**config.mk**
```make
export PLATFORM = sky130hd
export DESIGN_NAME = drive_power_state_machine
export DESIGN_NICKNAME = d
export VERILOG_FILES = /design/src/drive_pkg.sv /design/src/delay_timer.sv /design/src/drive_power_state_machine.sv /design/src/pin_sync.sv
export SDC_FILE = /design/constraint.sdc
export NUM_CORES = 1
export LEC_CHECK = 0
export ABC_AREA = 1
export BUFFER_PORTS_ARGS = -buffer_cell sky130_fd_sc_hd__buf_2
export CORE_ASPECT_RATIO = 0.8
export CORE_UTILIZATION = 30
export DETAILED_ROUTE_END_ITERATION = 16
export PLACE_DENSITY = 0.58
export SLEW_MARGIN = 30
export SYNTH_ARGS = -nofsm -noshare
export SYNTH_HDL_FRONTEND = slang
export SYNTH_HIERARCHICAL = 1
export SYNTH_SLANG_ARGS = --single-unit
```
**constraint.sdc**
```tcl
create_clock -name clk -period 7.7 [get_ports clk]
set_clock_uncertainty 0.05 [all_clocks]
set_input_delay 0.385 -clock clk [delete_from_list [all_inputs] [get_ports clk]]
set_output_delay 0.385 -clock clk [all_outputs]
set_load 0.02 [all_outputs]
```
**src/drive_pkg.sv**
```systemverilog
// Package for the drive power state machine: command bits, states, status codes, timing.
// Assumes a 10 MHz system clock; all files compile after this one.
package drive_pkg;

  // ********************************************************************
  // Clock and timing
  // ********************************************************************
  localparam int unsigned CLK_HZ          = 10_000_000;  // System clock rate
  localparam int unsigned READY_DELAY_MS  = 250;         // Excitation preparation time
  localparam int unsigned READY_DELAY_CYC = READY_DELAY_MS * (CLK_HZ / 1000);
  localparam int unsigned INIT_CYC        = 16;          // Initialization length after power-up

  // ********************************************************************
  // Register offsets and reset values
  // ********************************************************************
  localparam logic [15:0] CMD_WORD_OFFSET = 16'h6040;    // Command word object
  localparam logic [15:0] STS_WORD_OFFSET = 16'h6041;    // Status word object
  localparam logic [15:0] CMD_WORD_RESET  = 16'h0000;    // Command word after reset

  // ********************************************************************
  // Command word field positions
  // ********************************************************************
  localparam int unsigned CMD_SWITCH_ON   = 0;
  localparam int unsigned CMD_EN_VOLTAGE  = 1;
  localparam int unsigned CMD_QSTOP_N     = 2;   // Quick stop, active low
  localparam int unsigned CMD_EN_OP       = 3;
  localparam int unsigned CMD_FAULT_RESET = 7;
  localparam int unsigned CMD_HALT        = 8;

  // ********************************************************************
  // Status word field positions and state codes (bits 6..0)
  // ********************************************************************
  localparam int unsigned STS_VOLTAGE_EN  = 4;
  localparam logic [6:0] STS_NOT_READY   = 7'h00;
  localparam logic [6:0] STS_SW_DISABLED = 7'h40;
  localparam logic [6:0] STS_READY       = 7'h21;
  localparam logic [6:0] STS_SWITCHED_ON = 7'h23;
  localparam logic [6:0] STS_OP_ENABLED  = 7'h27;
  localparam logic [6:0] STS_QSTOP       = 7'h07;
  localparam logic [6:0] STS_FAULT_REACT = 7'h2F;
  localparam logic [6:0] STS_FAULT       = 7'h28;

  // ********************************************************************
  // Alarm codes
  // ********************************************************************
  localparam logic [7:0] ALM_NONE       = 8'h00;
  localparam logic [7:0] ALM_NETWORK    = 8'h81;
  localparam logic [7:0] ALM_MAIN_POWER = 8'h23;

  // ********************************************************************
  // Types
  // ********************************************************************
  // Gray codes along the usual power-up path
  typedef enum logic [2:0] {
    ST_NOT_READY   = 3'h0,
    ST_SW_DISABLED = 3'h1,
    ST_READY       = 3'h3,
    ST_SWITCHED_ON = 3'h2,
    ST_OP_ENABLED  = 3'h6,
    ST_QSTOP       = 3'h7,
    ST_FAULT_REACT = 3'h5,
    ST_FAULT       = 3'h4
  } drive_state_e;

  // Plant conditions seen by the state machine
  typedef struct packed {
    logic net_operational;  // Network state is Operational
    logic main_power;       // Main power present
    logic deexcite;         // De-excitation input on
    logic tool_test;        // Tool-driven test operation running
    logic motor_running;    // Motor in motion
  } plant_s;

endpackage

```
**src/delay_timer.sv**
```systemverilog
// Restartable down-counter flagging that a fixed delay has elapsed.
// Assumes run is a level from logic on clk; done is held while run stays high.
`timescale 1ns/1ps
module delay_timer #(
  parameter int unsigned CYCLES = 16
) (
  input  wire logic clk,
  input  wire logic rst_n,
  input  wire logic ce,
  input  wire logic run,
  output logic      done
);

  localparam int unsigned CW = $clog2(CYCLES + 1);

  logic [CW-1:0] cnt_r;   // Cycles left

  // ********************************************************************
  // Counter: reloads while run is low, counts to zero while high
  // ********************************************************************
  always_ff @(posedge clk or negedge rst_n) begin
    if (!rst_n) begin
      cnt_r <= CW'(CYCLES);
      done  <= 1'b0;
    end else if (ce) begin
      if (!run) begin
        cnt_r <= CW'(CYCLES);
        done  <= 1'b0;
      end else if (cnt_r != '0) begin
        cnt_r <= cnt_r - 1'b1;
        done  <= (cnt_r == CW'(1));
      end
    end
  end

endmodule

```
**src/drive_power_state_machine.sv**
```systemverilog
// Drive power state machine: command word in, status word out, excitation gating.
// Assumes the master writes the command word through the parameter port and that
// plant inputs arrive asynchronously from pins; alarm sources beyond two are external.
//
// What this block does
// - Hold not-ready during init; refuse writes then
// - Excite only in enabled, quick-stop, fault-reaction
// - 250 ms preparation; ignore early motion commands
// - Command bit layout: 0,1,2n,3,7,8
// - Decode shutdown, switch-on, switch-on plus enable
// - Disable voltage and quick-stop transitions
// - Disable and enable operation transitions
// - Fault cleared only on reset rising edge
// - Ready to switched-on needs four conditions
// - Auto not-ready at power-up, then disabled
// - Quick-stop option 1..3: halt then disabled
// - Alarm: excited fault reaction, then fault
// - Stopped events drop back to ready
// - Network loss while running raises 81h
// - Main power loss while running raises 23h
// - De-excite while running returns to ready
// - Quick-stop events lead to switch-on disabled
// - State readable in status word anytime
// - Status bits 6..0 state, bit 4 power
`timescale 1ns/1ps
module drive_power_state_machine
  import drive_pkg::*;
#(
  parameter int unsigned READY_CYCLES = READY_DELAY_CYC,  // Excitation preparation time
  parameter int unsigned INIT_CYCLES  = INIT_CYC,         // Initialization time
  parameter int unsigned QS_OPT_W     = 16                // Quick-stop option width
) (
  input  wire logic                clk,
  input  wire logic                rst_n,
  input  wire logic                ce,
  // Parameter port
  input  wire logic                param_wr,         // Write strobe
  input  wire logic [15:0]         param_addr,       // Object index
  input  wire logic [15:0]         param_wdata,      // Write data
  output logic                     param_refused,    // Write refused in not-ready
  output logic      [15:0]         status_word,      // State report
  output logic      [15:0]         command_word,     // Current command word
  // Quick-stop option setting and alarms
  input  wire logic [QS_OPT_W-1:0] quick_stop_option,
  input  wire logic                ext_alarm,        // Other alarm sources
  // Plant pins (asynchronous)
  input  wire logic                net_operational,
  input  wire logic                main_power,
  input  wire logic                deexcite_in,
  input  wire logic                tool_test,
  input  wire logic                motor_running,
  input  wire logic                fault_stop_done,  // Fault reaction stop finished
  // Outputs
  output logic                     motor_excite,
  output logic                     motion_ready_output,
  output logic                     motion_cmd_gate,  // Motion commands accepted
  output logic      [7:0]          alarm_code,
  output drive_state_e             drive_state
);

  // ********************************************************************
  // Reset release and input synchronisation
  // ********************************************************************
  logic [1:0]   rst_sync_r;   // Reset release chain
  logic         rst_int_n;    // Internal reset copy
  plant_s       plant_raw;    // Raw pin group
  plant_s       plant;        // Filtered pin group
  logic         stop_done;    // Filtered fault-stop-done

  // Release reset through two flops so every flop leaves reset together
  always_ff @(posedge clk or negedge rst_n) begin
    if (!rst_n) begin
      rst_sync_r <= 2'h0;
    end else begin
      rst_sync_r <= {rst_sync_r[0], 1'b1};
    end
  end
  assign rst_int_n = rst_sync_r[1];

  assign plant_raw = '{net_operational: net_operational, main_power: main_power,
                       deexcite: deexcite_in, tool_test: tool_test,
                       motor_running: motor_running};

  pin_sync #(.WIDTH(6)) u_pins (
    .clk   (clk),
    .rst_n (rst_int_n),
    .ce    (ce),
    .din   ({plant_raw, fault_stop_done}),
    .dout  ({plant, stop_done})
  );

  // ********************************************************************
  // Command word register and update detection
  // ********************************************************************
  logic         cmd_new_r;    // A new command word waits to be evaluated
  logic         fr_prev_r;    // Fault-reset bit at previous evaluation
  logic         refuse_r;     // Refused-write flag
  drive_state_e state_r;      // Current state
  drive_state_e state_nxt;    // Next state

  // Store writes except in not-ready, which locks out parameters
  always_ff @(posedge clk or negedge rst_int_n) begin
    if (!rst_int_n) begin
      command_word <= CMD_WORD_RESET;
      cmd_new_r    <= 1'b0;
      refuse_r     <= 1'b0;
    end else if (ce) begin
      refuse_r <= 1'b0;
      if (param_wr && (param_addr == CMD_WORD_OFFSET)) begin
        if (state_r == ST_NOT_READY) begin
          refuse_r <= 1'b1;
        end else begin
          command_word <= param_wdata;
          cmd_new_r    <= 1'b1;
        end
      end else if (param_wr) begin
        // Other parameters are stored elsewhere; still locked in not-ready
        refuse_r  <= (state_r == ST_NOT_READY);
        cmd_new_r <= 1'b0;
      end else begin
        cmd_new_r <= 1'b0;                  // Each word evaluated once
      end
    end
  end
  assign param_refused = refuse_r;

  // Fault reset edge history, sampled on each evaluated word
  always_ff @(posedge clk or negedge rst_int_n) begin
    if (!rst_int_n) begin
      fr_prev_r <= 1'b0;
    end else if (ce && cmd_new_r) begin
      fr_prev_r <= command_word[CMD_FAULT_RESET];
    end
  end

  // ********************************************************************
  // Command decode
  // ********************************************************************
  logic c_so;        // Switch on
  logic c_ev;        // Enable voltage
  logic c_qs_n;      // Quick stop, active low
  logic c_eo;        // Enable operation
  logic fr_rise;     // Fault reset 0 to 1
  logic cmd_shutdown;
  logic cmd_switch_on;
  logic cmd_enable;
  logic cmd_disable_v;
  logic cmd_qstop;
  logic sw_on_ok;    // Switch-on permitted by plant
  logic any_event;   // Any of the three plant events
  logic alarm_any;   // Alarm present
  logic qs_opt_halt; // Option 1..3
  logic init_done;   // Initialization finished
  logic prep_done;   // Excitation preparation finished

  assign c_so   = command_word[CMD_SWITCH_ON];
  assign c_ev   = command_word[CMD_EN_VOLTAGE];
  assign c_qs_n = command_word[CMD_QSTOP_N];
  assign c_eo   = command_word[CMD_EN_OP];

  assign cmd_shutdown  = c_qs_n & c_ev & ~c_so;
  assign cmd_switch_on = c_qs_n & c_ev & c_so & ~c_eo;
  assign cmd_enable    = c_qs_n & c_ev & c_so & c_eo;
  assign cmd_disable_v = ~c_ev;
  assign cmd_qstop     = ~c_qs_n & c_ev;
  assign fr_rise       = command_word[CMD_FAULT_RESET] & ~fr_prev_r;

  // Four permissions for the ready to switched-on step
  assign sw_on_ok  = plant.net_operational & plant.main_power &
                     ~plant.deexcite & ~plant.tool_test;
  assign any_event = ~plant.net_operational | ~plant.main_power | plant.deexcite;
  assign alarm_any = ext_alarm;
  assign qs_opt_halt = (quick_stop_option >= QS_OPT_W'(1)) &&
                       (quick_stop_option <= QS_OPT_W'(3));

  // ********************************************************************
  // Timers
  // ********************************************************************
  delay_timer #(.CYCLES(INIT_CYCLES)) u_init (
    .clk   (clk),
    .rst_n (rst_int_n),
    .ce    (ce),
    .run   (state_r == ST_NOT_READY),
    .done  (init_done)
  );

  // Restarts on every entry to operation-enabled
  delay_timer #(.CYCLES(READY_CYCLES)) u_prep (
    .clk   (clk),
    .rst_n (rst_int_n),
    .ce    (ce),
    .run   (state_r == ST_OP_ENABLED),
    .done  (prep_done)
  );

  // ********************************************************************
  // State transitions
  // ********************************************************************
  logic [7:0] alarm_nxt;

  // Plant events act every cycle; commands act only on a fresh word
  always_comb begin
    state_nxt = state_r;
    alarm_nxt = alarm_code;
    case (state_r)
      ST_NOT_READY: begin
        if (init_done) begin
          state_nxt = ST_SW_DISABLED;
        end
      end
      ST_SW_DISABLED: begin
        if (alarm_any) begin
          state_nxt = ST_FAULT_REACT;
        end else if (cmd_new_r && cmd_shutdown) begin
          state_nxt = ST_READY;
        end
      end
      ST_READY: begin
        if (alarm_any) begin
          state_nxt = ST_FAULT_REACT;
        end else if (cmd_new_r) begin
          if (cmd_disable_v || cmd_qstop) begin
            state_nxt = ST_SW_DISABLED;
          end else if ((cmd_switch_on || cmd_enable) && sw_on_ok) begin
            // Switch on plus enable passes straight through
            state_nxt = cmd_enable ? ST_OP_ENABLED : ST_SWITCHED_ON;
          end
        end
      end
      ST_SWITCHED_ON: begin
        if (alarm_any) begin
          state_nxt = ST_FAULT_REACT;
        end else if (any_event && !plant.motor_running) begin
          state_nxt = ST_READY;
        end else if (cmd_new_r) begin
          if (cmd_disable_v || cmd_qstop) begin
            state_nxt = ST_SW_DISABLED;
          end else if (cmd_shutdown) begin
            state_nxt = ST_READY;
          end else if (cmd_enable) begin
            state_nxt = ST_OP_ENABLED;
          end
        end
      end
      ST_OP_ENABLED: begin
        if (alarm_any) begin
          state_nxt = ST_FAULT_REACT;
        end else if (plant.motor_running && !plant.net_operational) begin
          state_nxt = ST_FAULT_REACT;
          alarm_nxt = ALM_NETWORK;
        end else if (plant.motor_running && !plant.main_power) begin
          state_nxt = ST_FAULT_REACT;
          alarm_nxt = ALM_MAIN_POWER;
        end else if (any_event) begin
          state_nxt = ST_READY;
        end else if (cmd_new_r) begin
          if (cmd_disable_v) begin
            state_nxt = ST_SW_DISABLED;
          end else if (cmd_qstop) begin
            state_nxt = ST_QSTOP;
          end else if (cmd_shutdown) begin
            state_nxt = ST_READY;
          end else if (cmd_switch_on) begin
            state_nxt = ST_SWITCHED_ON;
          end
        end
      end
      ST_QSTOP: begin
        if (alarm_any) begin
          state_nxt = ST_FAULT_REACT;
        end else if (plant.motor_running && !plant.net_operational) begin
          state_nxt = ST_FAULT_REACT;
          alarm_nxt = ALM_NETWORK;
        end else if (plant.motor_running && !plant.main_power) begin
          state_nxt = ST_FAULT_REACT;
          alarm_nxt = ALM_MAIN_POWER;
        end else if (any_event) begin
          state_nxt = ST_SW_DISABLED;
        end else if (qs_opt_halt && !plant.motor_running) begin
          state_nxt = ST_SW_DISABLED;
        end else if (cmd_new_r) begin
          if (cmd_disable_v) begin
            state_nxt = ST_SW_DISABLED;
          end else if (cmd_enable) begin
            state_nxt = ST_OP_ENABLED;
          end
        end
      end
      ST_FAULT_REACT: begin
        // Motor stays excited until the stop completes
        if (stop_done || !plant.motor_running) begin
          state_nxt = ST_FAULT;
        end
      end
      ST_FAULT: begin
        // Only a rising fault-reset bit clears; alarm must have gone
        if (cmd_new_r && fr_rise && !alarm_any) begin
          state_nxt = ST_SW_DISABLED;
          alarm_nxt = ALM_NONE;
        end
      end
      default: begin
        state_nxt = ST_NOT_READY;
      end
    endcase
  end

  // State register: not-ready from power-up
  always_ff @(posedge clk or negedge rst_int_n) begin
    if (!rst_int_n) begin
      state_r <= ST_NOT_READY;
    end else if (ce) begin
      state_r <= state_nxt;
    end
  end

  // Alarm code register
  always_ff @(posedge clk or negedge rst_int_n) begin
    if (!rst_int_n) begin
      alarm_code <= ALM_NONE;
    end else if (ce) begin
      alarm_code <= alarm_nxt;
    end
  end

  // ********************************************************************
  // Outputs
  // ********************************************************************
  logic [6:0] sts_code;   // State code for bits 6..0

  // Status codes per state
  always_comb begin
    case (state_r)
      ST_SW_DISABLED: sts_code = STS_SW_DISABLED;
      ST_READY:       sts_code = STS_READY;
      ST_SWITCHED_ON: sts_code = STS_SWITCHED_ON;
      ST_OP_ENABLED:  sts_code = STS_OP_ENABLED;
      ST_QSTOP:       sts_code = STS_QSTOP;
      ST_FAULT_REACT: sts_code = STS_FAULT_REACT;
      ST_FAULT:       sts_code = STS_FAULT;
      default:        sts_code = STS_NOT_READY;
    endcase
  end

  // Registered status word; bit 4 tracks main power outside not-ready
  always_ff @(posedge clk or negedge rst_int_n) begin
    if (!rst_int_n) begin
      status_word <= 16'h0000;
    end else if (ce) begin
      status_word <= {9'h000, sts_code};
      if (state_r != ST_NOT_READY) begin
        status_word[STS_VOLTAGE_EN] <= plant.main_power;
      end
    end
  end

  // Excitation and readiness, registered
  always_ff @(posedge clk or negedge rst_int_n) begin
    if (!rst_int_n) begin
      motor_excite        <= 1'b0;
      motion_ready_output <= 1'b0;
    end else if (ce) begin
      motor_excite <= (state_r == ST_OP_ENABLED) || (state_r == ST_QSTOP) ||
                      (state_r == ST_FAULT_REACT);
      motion_ready_output <= prep_done && (state_r == ST_OP_ENABLED);
    end
  end

  // Motion commands pass only once ready and not halted
  assign motion_cmd_gate = motion_ready_output & ~command_word[CMD_HALT];
  assign drive_state     = state_r;

endmodule

```
**src/pin_sync.sv**
```systemverilog
// Three-stage input synchroniser with agreement filter.
// Assumes the input is asynchronous to clk; output changes once stages two and three agree.
`timescale 1ns/1ps
module pin_sync #(
  parameter int unsigned WIDTH = 1
) (
  input  wire logic             clk,
  input  wire logic             rst_n,
  input  wire logic             ce,
  input  wire logic [WIDTH-1:0] din,
  output logic      [WIDTH-1:0] dout
);

  logic [WIDTH-1:0] s1_r;   // First stage, read only by s2_r
  logic [WIDTH-1:0] s2_r;   // Second stage
  logic [WIDTH-1:0] s3_r;   // Third stage

  // ********************************************************************
  // Shift chain
  // ********************************************************************
  always_ff @(posedge clk or negedge rst_n) begin
    if (!rst_n) begin
      s1_r <= '0;
      s2_r <= '0;
      s3_r <= '0;
    end else if (ce) begin
      s1_r <= din;
      s2_r <= s1_r;
      s3_r <= s2_r;
    end
  end

  // Accept a bit only when stages two and three agree
  always_ff @(posedge clk or negedge rst_n) begin
    if (!rst_n) begin
      dout <= '0;
    end else if (ce) begin
      for (int i = 0; i < WIDTH; i++) begin
        if (s2_r[i] == s3_r[i]) begin
          dout[i] <= s3_r[i];
        end
      end
    end
  end

endmodule

```
* Yosys cells after proc, flatten, opt, wreduce, memory -nomap -nowiden *
Cells that the tools add are included.

operators by class
  $add $sub $neg = 2
  order comparisons = 2
  eq/ne operators = 31
  mux-type cells = 53
  bitwise gates (word level) = 24
  reductions and logical operators = 39

operator list
  operator                                                            count
  two-way mux 3 bit                                                   32
  one-hot mux 7 bit (7 select lines)                                  1
  two-way mux 22 bit                                                  2
  two-way mux 8 bit                                                   4
  one-hot mux 3 bit (8 select lines)                                  1
  equality test 22 x 1 -> 1 bit, second input constant                1
  nonzero test 22 bit                                                 1
  subtractor 22 x 1 -> 22 bit, second input constant                  1
  AND reduction 2 bit                                                 9
  equality test 16 x 15 -> 1 bit, second input constant               1
  greater-or-equal comparator 16 x 1 -> 1 bit, second input constant  1
  <= comparator 16 x 2 -> 1 bit, second input constant                1
  one-hot mux 8 bit (2 select lines)                                  1
  inequality test 2 bit, second input constant                        7
  equality test 3 bit, second input constant                          4
  logical AND 1 bit                                                   12
  AND 1 bit                                                           11
  NOT 1 bit                                                           11
  AND reduction 11 bit                                                1
  two-way mux 1 bit                                                   10
  two-way mux 5 bit                                                   2
  inequality test 9 bit, second input constant                        1
  inequality test 4 bit, second input constant                        2
  inequality test 7 bit, second input constant                        1
  18 further kinds                                                    33

word-level totals
  flip-flop bits (word level) = 94
  bits of input ports = 59
  output and inout bits = 47
  word-level logic and storage cells = 174

* Logic depth before layout (Yosys ltp) *
Gate-level depths: netlist (run 1).

  word-level depth = 13
  depth in mapped cells = 12
  gate-level depth less buffers = 11

* Cells and area by module *
The synthesis (run 1) kept the hierarchy.

modules (own cells, without submodules)
  module                     instances  cells an instance  area each (µm²)
  drive_power_state_machine  1          316                2303.5
  delay_timer (u_prep)       1          225                1582.8
  pin_sync                   1          125                1106.1
  delay_timer (u_init)       1          43                 349.1

* Least setup slack after synthesis (run 1) *
OpenSTA, ideal clock, no wires.

  path type = register to register
  start point = register state_r[0], in the netlist drive_state[0]
  end point = register u_prep.cnt_r[1]
  setup time = 0.118 ns
  arrival = 1.783 ns
  data required time = 7.532 ns
  path slack = 5.749 ns
  cell stages (with the launch flop) = 12
  buffers on the path = 3
  cell sequence = dfrtp_1 > buf_4 > inv_2 > nand3_2 > inv_2 > clkbuf_1 > nand4_1 > nor2_4 > nor2_4 > buf_4 > nand2_1 > o21ai_2

on the way
  longest elaborated chain between the ends = 3

ends and longest elaborated chain
  element                          RTL line                          source
  start: declaration               drive_power_state_machine.sv:98   drive_state_e state_r;
  start signal: assignment         drive_power_state_machine.sv:313  state_r <= state_nxt;
  equality test 3 bit (*)          drive_power_state_machine.sv:192  .run (state_r == ST_OP_ENABLED),
  inequality test 2 bit (no line)  n/a
  AND reduction 2 bit (no line)    n/a
  end signal: assignment           delay_timer.sv:23                 cnt_r <= CW'(CYCLES);
  end signal: assignment           delay_timer.sv:27                 cnt_r <= CW'(CYCLES);
  end signal: assignment           delay_timer.sv:30                 cnt_r <= cnt_r - 1'b1;
  end: declaration                 delay_timer.sv:16                 logic [CW-1:0] cnt_r;

Mark *: on every way between the ends. The rest lies on a longest branch, timed or not.
A chain may end at the register's enable or synchronous reset.

* Worst setup path in the final report (run 1) *
  start point = input port ce
  end point = register command_word[0]

on the way
  longest elaborated chain between the ends = 1

ends and longest elaborated chain
  element                        RTL line                          source
  start: declaration             drive_power_state_machine.sv:35   input wire logic ce,
  AND reduction 3 bit (no line)  n/a
  end signal: assignment         drive_power_state_machine.sv:113  command_word <= param_wdata;
  end: declaration               drive_power_state_machine.sv:42   output logic [15:0] command_word,

No other way between the ends.

==> results of run 1 <==
worst register-to-register path, stage by stage (launching register included):
cell and delay (ns):
dfrtp_1 0.69, nor2_1 0.15, nand2_1 0.13, inv_2 0.07, nor2_1 0.15, nand3_2 0.72, nand2_1 0.32, o21ai_2 0.07
where the power goes:
group          switching [mW]  leakage [nW]  internal, mW  total [mW]
clock network           0.187         0.170         0.350       0.537
registers              0.0832          1.14         0.544       0.628
logic                   0.291          1.95         0.146       0.437
total                   0.561          3.26          1.04        1.60
sequential cells by signal, indices dropped and copies added (netlist names), 2 cells and up:
signal	count
alarm_code	3
command_word	16
drive_state	3
rst_sync_r	2
status_word	7
u_init/cnt_r	5
u_pins/dout	6
u_pins/s1_r	6
u_pins/s2_r	6
u_pins/s3_r	6
u_prep/cnt_r	22
path summary, 6_finish.rpt:
check / start / to / slack [ns] / cells past startpoint
min in group clk: motor_running / u_pins/s1_r[1] / 0.19 / 3
max in group asynchronous: rst_sync_r[1] / command_word[5] / 6.29 / 1
hold reg to reg: rst_sync_r[1] / u_pins/s1_r[4] / 0.19 / 0
setup / recovery: ce / command_word[0] / 5.07 / 7
setup reg to reg: drive_state[1] / command_word[0] / 5.21 / 7
hold / removal: rst_sync_r[1] / u_pins/s1_r[4] / 0.19 / 0
layout make-up:
type	instances	area, µm²	share of cell area (%)
Tap cell	225	281.5	4.505
Clock inverter	5	127.6	2.042
Multi-Input combinational cell	499	2501	40.03
Timing Repair Buffer	95	485.5	7.769
Inverter	100	377.9	6.047
Sequential cell	89	2242	35.88
Clock buffer	11	232.7	3.724
metal layers:
metal	part of all wire, %	vias to the layer above	track usage [%]
li1	-	2374	-
met1	49	2035	20.34
met2	43	115	21.03
met3	6.3	5	3.947
met4	0.76	0	3.813
met5	0	-	0
stage by stage:
step	cells	instance area (µm²)	setup WS [ns]	hold slack (ns)
2_1_floorplan	721	5386	5.003	0.03941
3_3_place_gp	1007	5878	4.730	0.1228
3_5_place_dp	1007	5878	4.649	0.1221
4_1_cts	1024	6248	5.032	0.1776
5_1_grt	1024	6248	4.718	0.1914
6_report	1024	6248	5.071	0.1910
cell usage after synthesis, types with 2 or more instances:
cell type	count	area, µm²
nand2_1	186	698.2
inv_1	87	326.6
nor2_1	84	315.3
dfrtp_1	80	2002
nand3_1	50	250.2
o21ai_2	33	289.0
nand2_2	22	137.6
o21ai_1	21	105.1
buf_4	19	142.6
a21oi_1	12	60.06
nand4_1	12	75.07
o21ai_0	12	60.06
dfstp_2	9	236.5
inv_2	9	33.78
xor2_1	8	70.07
buf_6	7	78.83
nor2_2	6	37.54
ha_1	4	50.05
nand3_2	4	40.04
nand3b_1	4	30.03
nor2_4	4	45.04
a21o_1	3	22.52
clkbuf_1	3	11.26
clkinv_1	3	11.26
nor3_1	3	15.01
or2_2	3	18.77
conb_1	2	7.510
nand2_4	2	22.52
kinds of logic (layout without fill, tap and decap cells):
kind of cell	after synthesis	count (layout)	share of synthesized area [%]
compound gates	89	89	11.17
fa+ha+maj	4	4	0.9370
simple gates	384	384	32.42
flops	89	89	41.91
buf+inv	133	211	12.11
other cells	2	14	0.1406
xor+xnor	8	8	1.312
what timing repair did:
item                      4_1_cts  5_1_grt
hold buffers                    1        0
hold endpoints to repair        2        0
resized for setup               0        0
==> results.sh, run 1 <==
export IMPL_cts_clk_slew_worst_paths_ns=0.07
export IMPL_start_kind="input pin"
export IMPL_grt_use_total_pct=14.30
export IMPL_nFillCells=1834
export IMPL_max_slew_margin_rel_pct=39.48
export IMPL_overflow=0
export IMPL_cpMaxStageDelayCell="nand3_2"
export IMPL_synth_sequential_area_ratio_pct=41.91
export IMPL_cp_top_family="simple AND/OR/NAND/NOR gates"
export IMPL_cts_buffers=9
export IMPL_ioPinCount=106
export IMPL_antenna_found_initial=0
export IMPL_place_port_buffers=92
export IMPL_grt_pass1_vias=4144
export IMPL_first_iter_violations=359
export IMPL_htree_levels=3
export IMPL_insertion_delay_ns=0.35
export IMPL_setup_worst_path_end_class="flip-flop"
export IMPL_synthArstFlopShare_pct=100.0
export IMPL_mostFrequentLayoutCell="nand2_1"
export IMPL_core_area_mm2=0.01738
export IMPL_final_util_pct=35.96
export IMPL_leakagePower_nw=3.262
export IMPL_drc=0
export IMPL_die_height_um=121.3
export IMPL_firstDrtPassIters=5
export IMPL_hold_path_class="reg2async"
export IMPL_antenna_diode_count=0
export IMPL_cts_sinks=89
export IMPL_syn_cell_area_mm2=0.005341
export IMPL_synth_main_ff_cell="dfrtp_1"
export IMPL_cts_tree="done"
export IMPL_postRouteWirelength_um=12290
export IMPL_ir_drop_mv=0.1103
export IMPL_fin_setup_tns_ns=0
export IMPL_synthCells=709
export IMPL_worst_setup_path_type="in2reg"
export IMPL_min_period_ns=2.629
export IMPL_drive_gt1_share_pct=25.78
export IMPL_synth_enable_flop_cells=0
export IMPL_hold_viol=0
export IMPL_syn_area_per_cell_um2=7.534
export IMPL_dieArea_mm2=0.01835
export IMPL_cp_cell_sequence="buf_2 -> buf_4 -> inv_1 -> nor2_1 -> nand3_2 -> nand2_1 -> o21ai_2"
export IMPL_start_util_pct=30.74
export IMPL_final_cell_mix="nand2_1, buf_2, inv_1"
export IMPL_ys_types=45
export IMPL_grt_setup_unrepaired="no"
export IMPL_path_max_fanout=65
export IMPL_grt_pass1_wl_um=20410
export IMPL_post_drt_wl_per_cell_um=12.00
export IMPL_via_count=4529
export IMPL_fmax_ghz=0.3804
export IMPL_place_gp_congestion=0.8982
export IMPL_ant_nets=0
export IMPL_viasPerCell=4.423
export IMPL_fin_nets=857
export IMPL_grt_max_degree=66
export IMPL_power_total_mw=1.602
export IMPL_postCtsSetupBuffers=0
export IMPL_tightest_slew_ns=0.9068
export IMPL_arrival_ns=2.78
export IMPL_die_width_um=151.2
export IMPL_maxCapViolCount=0
export IMPL_num_rows=43
export IMPL_status="completed"
export IMPL_dpl_hpwl_um=8920
export IMPL_setup_viol=0
export IMPL_yosys_warnings=6
export IMPL_cellPowerDensity_mw_per_mm2=256.4
export IMPL_cp_num_buf_inv=3
export IMPL_ys_seq_elements=89
export IMPL_cts_buffer_depth=2
export IMPL_area_growth_pct=16.98
export IMPL_cp_required_ns=7.85
export IMPL_finalCritPeriodShare_pct=34.14
export IMPL_max_stage_delay_ns=0.72
export IMPL_finalMaxSlewViolations=0
export IMPL_cts_root_buffer="clkbuf_16"
Power figures use the tool's default switching activity.
==> run 2: changes to the inputs <==
ABC_AREA = 0   (was 1)
clock period = 2.73 ns   (was 7.7 ns; I/O delays follow)
==> results.sh, run 2 <==
export IMPL_grt_use_total_pct=15.43
export IMPL_synthCells=448
export IMPL_synth_compound_area_share_pct=15.32
export IMPL_combPwrFrac_pct=30.8
export IMPL_nFillCells=1512
export IMPL_syn_cell_area_mm2=0.004720
export IMPL_post_drt_wl_per_cell_um=14.50
export IMPL_p_int_mw=2.906
export IMPL_drive_gt1_share_pct=31.52
export IMPL_die_width_um=142.2
export IMPL_cp_cell_sequence="or3_1 -> or4_4 -> o21ai_2 -> or4_1 -> nand3_1"
export IMPL_hold_viol=0
export IMPL_timing_hold_ws_ns=0.01291
export IMPL_cts_tree="done"
export IMPL_cts_root_buffer="clkbuf_16"
export IMPL_ys_types=71
export IMPL_via_count=3851
export IMPL_tightest_slew_ns=0.6138
export IMPL_ant_nets=0
export IMPL_cellPowerDensity_mw_per_mm2=748.3
export IMPL_start_kind="flip-flop"
export IMPL_synth_xor_area_share_pct=0.5567
export IMPL_top_regs="u_prep/cnt_r (22), command_word (16), status_word (7)"
export IMPL_synth_top_family_by_area="simple AND/OR/NAND/NOR gates"
export IMPL_max_slew_margin_rel_pct=59.00
export IMPL_dp_cells=742
export IMPL_place_gp_congestion=0.9022
export IMPL_leakagePower_nw=2.645
export IMPL_grt_pass1_wl_um=19500
export IMPL_fin_setup_tns_ns=0
export IMPL_netlist_top_cells_count="dfrtp_1, nand2_1, mux2_2"
export IMPL_syn_area_per_cell_um2=10.53
export IMPL_synth_enable_flop_cells=0
export IMPL_synthArstFlopShare_pct=100.0
export IMPL_antenna_found_initial=0
export IMPL_cts_buffer_depth=2
export IMPL_cts_clk_slew_worst_paths_ns=0.06
export IMPL_ys_seq_elements=89
export IMPL_pwr_share_clk_pct=29.2
export IMPL_cp_num_buf_inv=0
export IMPL_mostFrequentLayoutCell="buf_2"
export IMPL_maxCapViolCount=0
export IMPL_p_seq_share_pct=40.0
export IMPL_final_cell_mix="buf_2, dfrtp_1, nand2_1"
export IMPL_max_stage_delay_ns=0.65
export IMPL_status="completed"
export IMPL_overflow=0
export IMPL_yosys_warnings=6
export IMPL_min_period_ns=2.297
export IMPL_start_util_pct=31.02
export IMPL_synth_top_area_share_pct=42.42
export IMPL_finalCritPeriodShare_pct=84.15
export IMPL_grt_setup_unrepaired="no"
export IMPL_postCtsSetupBuffers=0
export IMPL_dpl_hpwl_um=8071
export IMPL_ir_drop_mv=0.4219
export IMPL_setup_viol=0
export IMPL_fmax_ghz=0.4353
export IMPL_setup_worst_path_end_class="flip-flop"
export IMPL_place_port_buffers=92
export IMPL_synthTopCellsByArea="dfrtp_1, mux2_2, dfstp_2"
export IMPL_fin_nets=629
export IMPL_synth_main_ff_cell="dfrtp_1"
export IMPL_cp_required_ns=2.90
export IMPL_synth_sequential_area_ratio_pct=47.43
export IMPL_cts_sinks=89
export IMPL_p_switching_mw=1.526
export IMPL_postRouteWirelength_um=11330
export IMPL_core_area_mm2=0.01521
export IMPL_hold_path_class="in2reg"
export IMPL_drc=0
export IMPL_cpMaxStageDelayCell="or4_4"
export IMPL_path_max_fanout=7
export IMPL_cts_buffers=9
export IMPL_largest_register="u_prep/cnt_r"
export IMPL_cts_repair_resized=0
export IMPL_cp_top_family="simple AND/OR/NAND/NOR gates"
export IMPL_grt_pass1_vias=3850
export IMPL_insertion_delay_ns=0.34
export IMPL_finalMaxSlewViolations=0
export IMPL_num_rows=40
export IMPL_viasPerCell=4.931
export IMPL_synth_fa_ha_area_share_pct=1.060
export IMPL_synthMuxAreaShare_pct=9.544
export IMPL_finalNonFillerCells=781
export IMPL_synth_top_cell_by_area="dfrtp_1"
export IMPL_largest_reg_flops=22
export IMPL_worst_setup_path_type="reg2reg"
export IMPL_firstDrtPassIters=5
export IMPL_swShare_pct=34.43
export IMPL_synthSimpleGateAreaFrac_pct=20.07
export IMPL_grt_max_degree=49
export IMPL_ioPinCount=106
export IMPL_htree_levels=3
export IMPL_first_iter_violations=211
export IMPL_area_growth_pct=25.50
export IMPL_dieArea_mm2=0.01624
export IMPL_cts_hold_fix_buffers=23
export IMPL_die_height_um=114.2
export IMPL_arrival_ns=2.47
export IMPL_antenna_diode_count=0
export IMPL_synth_most_common_cell="dfrtp_1"
## run 2: path summary, 6_finish.rpt
kind	from	to	slack, ns	cells past startpoint
worst max-delay path	u_prep/cnt_r[14]	u_prep/cnt_r[9]	0.43	5
worst min-delay path	param_wr	param_refused	0.01	3
worst max register to register	u_prep/cnt_r[14]	u_prep/cnt_r[9]	0.43	5
worst min register to register	rst_sync_r[1]	alarm_code[7]	0.26	0
max in group asynchronous	rst_sync_r[1]	u_prep/cnt_r[8]	1.67	1
min in group asynchronous	rst_n	rst_sync_r[1]	0.05	2
## run 2: stage by stage
step | setup slack (ns) | area [µm²] | util [%] | power (mW)
floorplan | 0.03323 | 4765 | - | 2.725
global placement | 0.5077 | 5378 | 35.35 | 3.095
detailed placement | 0.4525 | 5378 | 35.35 | 3.131
CTS | 0.4296 | 5923 | 38.93 | 4.482
global route | 0.2334 | 5923 | 38.93 | 4.715
finish | 0.4327 | 5923 | 38.93 | 4.432
## run 2: logic make-up (layout without fill, tap and decap cells)
| group | after synthesis | in the layout |
|---|---|---|
| AND/OR/NAND/NOR | 157 | 157 |
| AO/OA/AOI/OAI | 103 | 103 |
| flip-flops | 89 | 89 |
| buffers and inverters | 50 | 161 |
| multiplexers | 40 | 40 |
| adder cells (fa/ha/maj) | 4 | 4 |
| XOR/XNOR | 3 | 3 |
| other | 2 | 14 |
## run 2: cell type report
class | count | area, µm² | area share [%]
Sequential cell | 89 | 2242 | 37.85
Timing Repair Buffer | 125 | 778.2 | 13.14
Clock inverter | 4 | 48.80 | 0.8238
Multi-Input combinational cell | 321 | 2250 | 37.98
Inverter | 20 | 75.07 | 1.267
Clock buffer | 12 | 266.5 | 4.499
Tap cell | 210 | 262.8 | 4.436
## run 2: metal layers
layer / GRT usage, % / up-vias / share of wire [%]
met5: 0 / - / 0
met4: 5.806 / 0 / 1.7
met3: 4.015 / 13 / 5.3
met2: 24.18 / 119 / 45
met1: 20.43 / 1843 / 48
li1: - / 1876 / -
## run 2: power by group through the flow
stage / logic [mW] / registers (mW) / clock network (mW)
floorplan: 0.853 / 1.87 / 0
global placement: 1.31 / 1.78 / 0
detailed placement: 1.34 / 1.80 / 0
CTS: 1.37 / 1.78 / 1.34
global route: 1.51 / 1.82 / 1.39
finish: 1.36 / 1.78 / 1.29
## run 2: worst register-to-register path, stage by stage (launching register included)
cell,delay [ns]
dfrtp_1,0.41
or3_1,0.53
or4_4,0.65
o21ai_2,0.30
or4_1,0.17
nand3_1,0.07
